[src/hw/cache_ctl_pkg.sv]
// Shared constants, types and carriers of the second-level cache control register.
package cache_ctl_pkg;

  localparam logic [7:0] CACHE_CONTROL_OFS = 8'h52;
  localparam logic [7:0] CACHE_CONTROL_RST = 8'h02;

  localparam int         SIZE_MSB          = 7;
  localparam int         SIZE_LSB          = 6;
  localparam int         TYPE_MSB          = 5;
  localparam int         TYPE_LSB          = 4;
  localparam int         STRAP_MSB         = 7;
  localparam int         STRAP_LSB         = 4;
  localparam int         STRAP_W           = 4;

  localparam logic [2:0] STRAP_SETTLE_CYC  = 3'h4;

  localparam logic [9:0] SIZE_NONE_KB      = 10'h000;
  localparam logic [9:0] SIZE_256_KB       = 10'h100;
  localparam logic [9:0] SIZE_512_KB       = 10'h200;

  typedef enum logic [1:0] {
    L2_SIZE_NONE = 2'h0,
    L2_SIZE_256K = 2'h1,
    L2_SIZE_512K = 2'h2,
    L2_SIZE_RSVD = 2'h3
  } l2_size_e;

  typedef enum logic [1:0] {
    SRAM_PIPE_BURST = 2'h0,
    SRAM_BURST      = 2'h1,
    SRAM_ASYNC      = 2'h2,
    SRAM_DUAL_BANK  = 2'h3
  } sram_type_e;

  typedef enum logic [2:0] {
    ST_SETTLE = 3'b001,
    ST_LOAD   = 3'b010,
    ST_RUN    = 3'b100
  } strap_st_e;

  typedef struct packed {
    logic [7:0] addr;
    logic [7:0] wdata;
    logic       wr;
    logic       rd;
  } reg_req_s;

  typedef struct packed {
    logic       l2_on;
    logic       tag_freeze;
    logic [9:0] size_kb;
    sram_type_e sram;
    logic       turnaround;
    logic       cfg_err;
  } cache_cfg_s;

  localparam cache_cfg_s CFG_RST = '{
    l2_on:      1'b0,
    tag_freeze: 1'b1,
    size_kb:    SIZE_NONE_KB,
    sram:       SRAM_PIPE_BURST,
    turnaround: 1'b0,
    cfg_err:    1'b0
  };

endpackage : cache_ctl_pkg

[src/hw/cache_control.sv]
// Second-level cache control register with strap-loaded size and SRAM type fields.
//
// Contract
// - Read/write control byte at offset 52h; resets to strap nibble over 0010.
// - After hard reset, bits 7:4 take the inverted address strap pins 31:28.
// - Size field bits 7:6 take inverted pins 31:30 at the sixth clock after reset releases.
// - Later software writes replace the strapped size and govern operation.
// - Size code 00 none, 01 256 Kbytes, 10 512 Kbytes, 11 reserved.
// - Size code 00 disables the cache and freezes all tag state.
// - Cache runs only with nonzero size and the enable bit set.
// - SRAM type bits 5:4 take inverted pins 29:28; writes may replace them.
// - Type 00 pipelined, 01 burst, 10 async, 11 dual-bank with turnaround.
`timescale 1ns/1ns
module cache_control (
  input  wire logic                    clk_i,          // 20 MHz system clock.
  input  wire logic                    rstn_i,         // Hard reset, active low.
  input  cache_ctl_pkg::reg_req_s      req_i,          // Register bus request.
  input  wire logic [3:0]              strap_addr_i,   // Address pins 31:28 as straps.
  input  wire logic                    cache_enable_i, // Separate cache enable bit.
  output logic      [7:0]              rdata_o,        // Read data, cycle after read.
  output cache_ctl_pkg::cache_cfg_s    cfg_o,          // Decoded cache configuration.
  output logic                         strap_done_o    // High once straps are loaded.
);

  typedef struct packed {
    cache_ctl_pkg::strap_st_e  st;
    logic [2:0]                cnt;
    logic [7:0]                cc;
    logic [7:0]                rdata;
    cache_ctl_pkg::cache_cfg_s cfg;
    logic                      done;
  } ctl_state_s;

  localparam ctl_state_s STATE_RST = '{
    st:    cache_ctl_pkg::ST_SETTLE,
    cnt:   cache_ctl_pkg::STRAP_SETTLE_CYC,
    cc:    cache_ctl_pkg::CACHE_CONTROL_RST,
    rdata: 8'h00,
    cfg:   cache_ctl_pkg::CFG_RST,
    done:  1'b0
  };

  ctl_state_s                s_r;
  ctl_state_s                s_nxt;
  logic [3:0]                strap_val;
  cache_ctl_pkg::cache_cfg_s cfg_nxt;
  logic                      hit;
  logic                      wr_hit;

  // Strap pins come from outside the clock domain and are filtered first.
  strap_sync #(
    .W (cache_ctl_pkg::STRAP_W)
  ) u_strap_sync (
    .clk_i  (clk_i),
    .rstn_i (rstn_i),
    .pin_i  (strap_addr_i),
    .val_o  (strap_val)
  );

  // Decode the value the control byte takes at the next edge, so that the
  // configuration output changes at the same edge as the register itself.
  cache_cfg_decode u_decode (
    .cc_i     (s_nxt.cc),
    .enable_i (cache_enable_i),
    .cfg_o    (cfg_nxt)
  );

  // Only the one mapped offset answers; other offsets read as zero and ignore writes.
  assign hit    = (req_i.addr == cache_ctl_pkg::CACHE_CONTROL_OFS);
  assign wr_hit = req_i.wr && hit && (s_r.st == cache_ctl_pkg::ST_RUN);

  always_comb
  begin
    s_nxt       = s_r;
    s_nxt.rdata = 8'h00;
    unique case (s_r.st)
      cache_ctl_pkg::ST_SETTLE:
      begin
        // Wait until the synchroniser holds the levels present at release.
        if (s_r.cnt == 3'h0)
        begin
          s_nxt.st = cache_ctl_pkg::ST_LOAD;
        end
        else
        begin
          s_nxt.cnt = s_r.cnt - 3'h1;
        end
      end
      cache_ctl_pkg::ST_LOAD:
      begin
        // Only the upper nibble takes the straps; the lower nibble keeps its reset pattern.
        s_nxt.cc[cache_ctl_pkg::SIZE_MSB:cache_ctl_pkg::SIZE_LSB] = ~strap_val[3:2];
        s_nxt.cc[cache_ctl_pkg::TYPE_MSB:cache_ctl_pkg::TYPE_LSB] = ~strap_val[1:0];
        s_nxt.st   = cache_ctl_pkg::ST_RUN;
        s_nxt.done = 1'b1;
      end
      cache_ctl_pkg::ST_RUN:
      begin
        // Writes are taken only after the load, so the load can never overwrite them.
        if (wr_hit)
        begin
          s_nxt.cc = req_i.wdata;
        end
      end
      default:
      begin
        s_nxt = STATE_RST;
      end
    endcase
    // Reads return the stored byte; unmapped addresses read as zero.
    if (req_i.rd && hit)
    begin
      s_nxt.rdata = s_r.cc;
    end
    s_nxt.cfg = cfg_nxt;
  end

  always_ff @(posedge clk_i or negedge rstn_i)
  begin
    if (!rstn_i)
    begin
      s_r <= STATE_RST;
    end
    else
    begin
      s_r <= s_nxt;
    end
  end

  assign rdata_o      = s_r.rdata;
  assign cfg_o        = s_r.cfg;
  assign strap_done_o = s_r.done;
endmodule : cache_control

[src/hw/strap_sync.sv]
// Three-stage synchroniser for the strap pins with an agreement filter.
`timescale 1ns/1ns
module strap_sync #(
  parameter int W = 4
) (
  input  wire logic         clk_i,   // System clock.
  input  wire logic         rstn_i,  // Asynchronous reset, active low.
  input  wire logic [W-1:0] pin_i,   // Raw pin levels.
  output logic      [W-1:0] val_o    // Filtered, synchronised levels.
);

  typedef struct packed {
    logic [W-1:0] s1;
    logic [W-1:0] s2;
    logic [W-1:0] s3;
    logic [W-1:0] val;
  } sync_s;

  sync_s s_r;
  sync_s s_nxt;

  // The first stage feeds only the second; the filter looks at stages two and three.
  always_comb
  begin
    s_nxt    = s_r;
    s_nxt.s1 = pin_i;
    s_nxt.s2 = s_r.s1;
    s_nxt.s3 = s_r.s2;
    if (s_r.s2 == s_r.s3)
    begin
      s_nxt.val = s_r.s3;
    end
  end

  always_ff @(posedge clk_i or negedge rstn_i)
  begin
    if (!rstn_i)
    begin
      s_r <= '0;
    end
    else
    begin
      s_r <= s_nxt;
    end
  end

  assign val_o = s_r.val;

endmodule : strap_sync

[src/hw/cache_cfg_decode.sv]
// Combinational decode of the cache control byte into cache configuration.
`timescale 1ns/1ns
module cache_cfg_decode (
  input  wire logic [7:0]              cc_i,      // Cache control byte.
  input  wire logic                    enable_i,  // Separate cache enable bit.
  output cache_ctl_pkg::cache_cfg_s    cfg_o      // Decoded configuration.
);

  function automatic logic [9:0] size_kb(input logic [1:0] code);
    unique case (code)
      cache_ctl_pkg::L2_SIZE_256K: size_kb = cache_ctl_pkg::SIZE_256_KB;
      cache_ctl_pkg::L2_SIZE_512K: size_kb = cache_ctl_pkg::SIZE_512_KB;
      default:                     size_kb = cache_ctl_pkg::SIZE_NONE_KB;
    endcase
  endfunction : size_kb

  logic [1:0] size_code;
  logic [1:0] type_code;

  always_comb
  begin
    size_code        = cc_i[cache_ctl_pkg::SIZE_MSB:cache_ctl_pkg::SIZE_LSB];
    type_code        = cc_i[cache_ctl_pkg::TYPE_MSB:cache_ctl_pkg::TYPE_LSB];
    cfg_o.size_kb    = size_kb(size_code);
    cfg_o.tag_freeze = (size_code == cache_ctl_pkg::L2_SIZE_NONE);
    cfg_o.l2_on      = (size_code != cache_ctl_pkg::L2_SIZE_NONE)
                       && (size_code != cache_ctl_pkg::L2_SIZE_RSVD)
                       && enable_i;
    cfg_o.sram       = cache_ctl_pkg::sram_type_e'(type_code);
    cfg_o.turnaround = (type_code == cache_ctl_pkg::SRAM_DUAL_BANK);
    cfg_o.cfg_err    = (size_code == cache_ctl_pkg::L2_SIZE_RSVD)
                       || (cfg_o.turnaround
                           && (size_code != cache_ctl_pkg::L2_SIZE_512K));
  end

endmodule : cache_cfg_decode

[config.mk]
export PLATFORM = sky130hd
export DESIGN_NAME = cache_control
export DESIGN_NICKNAME = d
export VERILOG_FILES = /design/src/hw/cache_ctl_pkg.sv /design/src/hw/cache_control.sv /design/src/hw/strap_sync.sv /design/src/hw/cache_cfg_decode.sv
export SDC_FILE = /design/constraint.sdc
export NUM_CORES = 1
export LEC_CHECK = 0
export ABC_CLOCK_PERIOD_IN_PS = 2200
export BUFFER_PORTS_ARGS = -buffer_cell sky130_fd_sc_hd__clkbuf_2
export CAP_MARGIN = 30
export CORE_UTILIZATION = 50
export CTS_CLUSTER_DIAMETER = 100
export DETAILED_ROUTE_END_ITERATION = 8
export GPL_TIMING_DRIVEN = 0
export HOLD_SLACK_MARGIN = 0.06
export PLACE_DENSITY = 0.84
export SYNTH_ARGS = -nofsm -noshare
export SYNTH_HDL_FRONTEND = slang
export SYNTH_SLANG_ARGS = --single-unit
[constraint.sdc]
create_clock -name clk_i -period 2.2 [get_ports clk_i]
set_clock_uncertainty 0.1 [all_clocks]
set_input_delay 0.55 -clock clk_i [delete_from_list [all_inputs] [get_ports clk_i]]
set_output_delay 0.55 -clock clk_i [all_outputs]
set_load 0.03 [all_outputs]
=== After elaboration in Yosys (flattened, before gate mapping) ===
Cells that the tools add are included.
W data, S select, Z words.

* ROM bits: 0
* Memory bits (writable): 0
* Output and inout bits: 25
* Latch bits: 0
* Memories: 0
* Input bits: 25
* Register bits after elaboration: 55
* Word-level logic and storage cells: 62

* Equal/unequal tests: 14
* Bitwise gates (word level): 5
* Divide/modulo/power cells: 0
* Add/subtract/negate cells: 1
* Reductions and logical operators: 16
* Multipliers: 0
* Shift-type cells: 0
* Mux-type cells: 10
* Order comparisons: 0

{| class="wikitable"
|+ Operators by type and width
! kind !! count
|-
| $pmux W10 S2 || 1
|-
| $mux W8 || 2
|-
| $pmux W4 S3 || 1
|-
| $ne A2 B2 Y1 const B || 5
|-
| $pmux W3 S3 || 1
|-
| $eq A8 B7 Y1 const B || 1
|-
| $pmux W4 S2 || 1
|-
| $eq A2 B2 Y1 const B || 3
|-
| $logic_and A1 B1 Y1 || 6
|-
| $mux W3 || 2
|-
| $pmux W3 S2 || 1
|-
| $reduce_and A2 Y1 || 3
|-
| $reduce_or A2 Y1 || 3
|-
| $eq A4 B4 Y1 || 1
|-
| $not A2 Y2 || 2
|-
| $eq A3 B1 Y1 const B || 1
|-
| $eq A3 B2 Y1 const B || 1
|-
| $eq A3 B3 Y1 const B || 1
|-
| $logic_not A3 Y1 || 1
|-
| $not A1 Y1 || 3
|-
| $sub A3 B1 Y3 const B || 1
|-
| $eq A2 B1 Y1 const B || 1
|-
| $logic_not A2 Y1 || 1
|-
| $pmux W1 S2 || 1
|-
| other kinds (2) || 2
|}

=== Longest topological paths before layout ===
* Word-level depth: 8
* Mapped depth: 8
* Depth with buffers taken out: 7

=== By module ===
From an unflattened synthesis, not the netlist that was laid out.

* Cell total of the unflattened synthesis: 195
* Area total of the unflattened synthesis: 2401.1 um2

{| class="wikitable"
|+ By module, submodules not included
! module !! cells each !! area an instance (um2) !! times used
|-
| cache_control || 147 || 1724.2 || 1
|-
| strap_sync || 29 || 523.0 || 1
|-
| cache_cfg_decode || 19 || 153.9 || 1
|}

=== Least setup slack after synthesis ===
OpenSTA, ideal clock, no wires.

* Kind: input-to-reg
* Start: input port req_i[10] (netlist name)
* End: register s_r (netlist bit cfg_o[15])
* Required time: 1981 ps
* Library setup time: 119 ps
* Path slack: 65 ps
* Stages on the path: 7
* Data arrival time: 1916 ps
* Buffers on the path: 0
* Cell sequence: nor4b_4 -> nand3_4 -> mux2i_4 -> o22ai_4 -> inv_1 -> ha_1 -> and2_1

{| class="wikitable"
|+ RTL lines
! element !! RTL line !! source
|-
| start, declared || cache_control.sv:17 || <nowiki>input cache_ctl_pkg::reg_req_s req_i,</nowiki>
|-
| end signal, assigned || cache_control.sv:126 || <nowiki>s_r <= s_nxt;</nowiki>
|-
| end, declared || cache_control.sv:43 || <nowiki>ctl_state_s s_r;</nowiki>
|}

==> results_dict.tcl <==
set metrics [dict create \
    start_util_pct 52.0 \
    slew_viol_final 0 \
    ys_seq_area_share_pct 54.7 \
    clockRootBuffer "clkbuf_8" \
    power_w 0.00180 \
    netlist_top_cells_area "dfrtp_1 50%, buf_4 9.1%, dfstp_2 5.1%, mux2i_1 3.4%, and2_1 3.0%" \
    cp-end-kind "register" \
    antenna_found_initial 0 \
    syn_avg_cell_area_um2 11.7 \
    path_class "input port to register" \
    ant_nets 0 \
    crit_path_start_kind "input port" \
    power_density_nw_per_um2 719 \
    cts_tree "done" \
    ys_top_cells_by_count "41 x dfrtp_1, 25 x buf_4, 13 x nand2_1" \
    cts_hold_buffers 0 \
    setup_viol 0 \
    hpwl_mm 2.49 \
    via_count 1354 \
    numCtsBuffers 5 \
    ir_drop_v 0.000448 \
    dp_slack_ps -205 \
    routedWlPerCell_um 11.3 \
    p_leak_nw 1.27 \
    die_w_um 66.3 \
    reg2regPathDepth 8 \
    num_io_pins 50 \
    cts_setup_buffers 0 \
    drt_first_pass_iters 4 \
    fill_cells 320 \
    diodes 0 \
    yosysTopAreaCell "dfrtp_1" \
    hold_violations 0 \
    fmax_mhz 480 \
    finalCritPeriodShare_pct 94.8 \
    yosysWarningCount 0 \
    synth_cell_types 40 \
    wl_mm 3.19 \
    cts_num_sinks 45 \
    drt_iter0_drc 74 \
    route.detailed.drc 0 \
    hp-class "input port to asynchronous set/reset pin" \
    grt-ovfl-total 0 \
    synth-main-ff-cell "dfrtp_1" \
    status "finished, final reports clean" \
    grt_pass1_wl_mm 5.55 \
    clkTransAtPathRegs_ps 80 \
    synth.most_common_cell "dfrtp_1" \
    cts_max_path_buffers 2 \
    netlist_area_um2 2070 \
    drive_gt1_share_pct 41.2 \
    area_delta_synth_final_pct 20.8 \
    arrival_ps 2180 \
    h-tree-depth 2 \
    grt_pass1_vias 1297 \
    finalNetCount 260 \
    required_ps 2300 \
    rsz0062_at_grt "no" \
    synth-edff-count 0 \
    post-route-min-period_ps 2090 \
    port_buffers 41 \
    place_congestion 0.850 \
    rows 23 \
    synth_top_area_share_pct 49.6 \
    fin_util_pct 62.9 \
    grt_usage_pct 17.5 \
    fp.dieH_um 66.3 \
    viasPerCell 4.78 \
    grt_max_degree 30 \
    clk-insertion-delay-late_ps 300 \
    critPathMaxFanout 5 \
    synthCells 176 \
    max_cap_viol_count 0 \
    core_um2 3970 \
    ys_ff_latch 45 \
    ys_async_sr_fraction_pct 100 \
    postLayoutSetupSlackWorst_ps 115 \
    die_area_um2 4400 \
    cts_resized 0 \
]
## sequential cells by signal, summed over array words and instances (netlist names)
name                cells
s_r                    13
rdata_o                 8
u_strap_sync.s_nxt      8
cfg_o                   7
u_strap_sync.s_r        4
u_strap_sync.val_o      4
strap_done_o            1
## cells in the final DEF (no fill, tap or decap), drive strengths merged, types with 2 or more instances in the layout
cell | synthesis | layout
clkbuf | 0 | 48
dfrtp | 41 | 41
buf | 26 | 27
nand2 | 13 | 13
and2 | 11 | 11
a21oi | 8 | 8
conb | 1 | 8
mux2i | 8 | 8
nor2 | 7 | 7
o21ai | 7 | 7
nand2b | 6 | 6
inv | 6 | 6
nor3b | 5 | 5
xnor2 | 4 | 4
dfstp | 4 | 4
nor2b | 3 | 3
ha | 3 | 3
o22ai | 3 | 3
or2 | 2 | 2
and3 | 2 | 2
nand4 | 2 | 2
or3 | 2 | 2
o22a | 2 | 2
## final cells by class
cell class	instances	area, um2	area share (%)
flip-flops and latches	45	1130	45.3
repair buffers	42	225	9.02
multi-input cells	106	747	29.9
well taps	50	62.6	2.51
clock inverters	1	30.0	1.20
plain buffers	26	193	7.72
inverters	6	22.5	0.902
clock buffers	7	86.3	3.46
## critical path: stages
cell and delay [ps]:
clkbuf_2 100, nor4b_4 430, nand3_4 190, mux2i_4 240, o22ai_4 190, inv_1 70
ha_1 260, and2_1 150
## per-layer routing
metal	routed length, um	share of wire [%]	vias up	track usage (%)
met2	1700	53	30	30.7
met1	1300	41	644	19.2
li1	-	-	674	-
met3	137	4.3	6	5.69
met5	0	0	-	0
met4	61	1.9	0	7.18
## logic make-up (layout without fill, tap and decap cells)
kind of cell | count (synthesis) | after routing | share of synthesized area [%]
compound gates | 24 | 24 | 7.99
xor+xnor | 4 | 4 | 1.69
fa+ha+maj | 3 | 3 | 1.82
buf+inv | 32 | 82 | 10.4
flops | 45 | 45 | 54.7
mux | 8 | 8 | 4.48
other cells | 1 | 8 | 0.181
simple gates | 59 | 59 | 18.7
## final timing paths
path	startpoint	to	slack [ps]
setup / recovery	req_i[10]	cfg_o[15]	110
hold / removal	rstn_i	strap_done_o	80
setup reg to reg	s_r[36]	cfg_o[15]	220
hold reg to reg	u_strap_sync.s_nxt[11]	u_strap_sync.s_nxt[7]	250
max in group asynchronous	rstn_i	s_r[26]	1350
min in group clk_i	u_strap_sync.s_nxt[11]	u_strap_sync.s_nxt[7]	250
## power by group
part           switching (W)  internal, W  leakage, nW
clock network       0.000266     0.000370       0.0585
registers          0.0000362     0.000889        0.543
logic               0.000132     0.000102        0.667
total               0.000434      0.00136         1.27
## stage by stage
step	hold WS [ps]	cell area, um2	cells	TNS (ps)
finish	83.1	2500	283	0
global route	112	2500	283	0
CTS	82.5	2500	283	0
detailed placement	236	2380	275	-205
global placement	231	2360	274	-161
floorplan	154	2090	183	0
No activity file was read; power rests on OpenSTA's default activity.
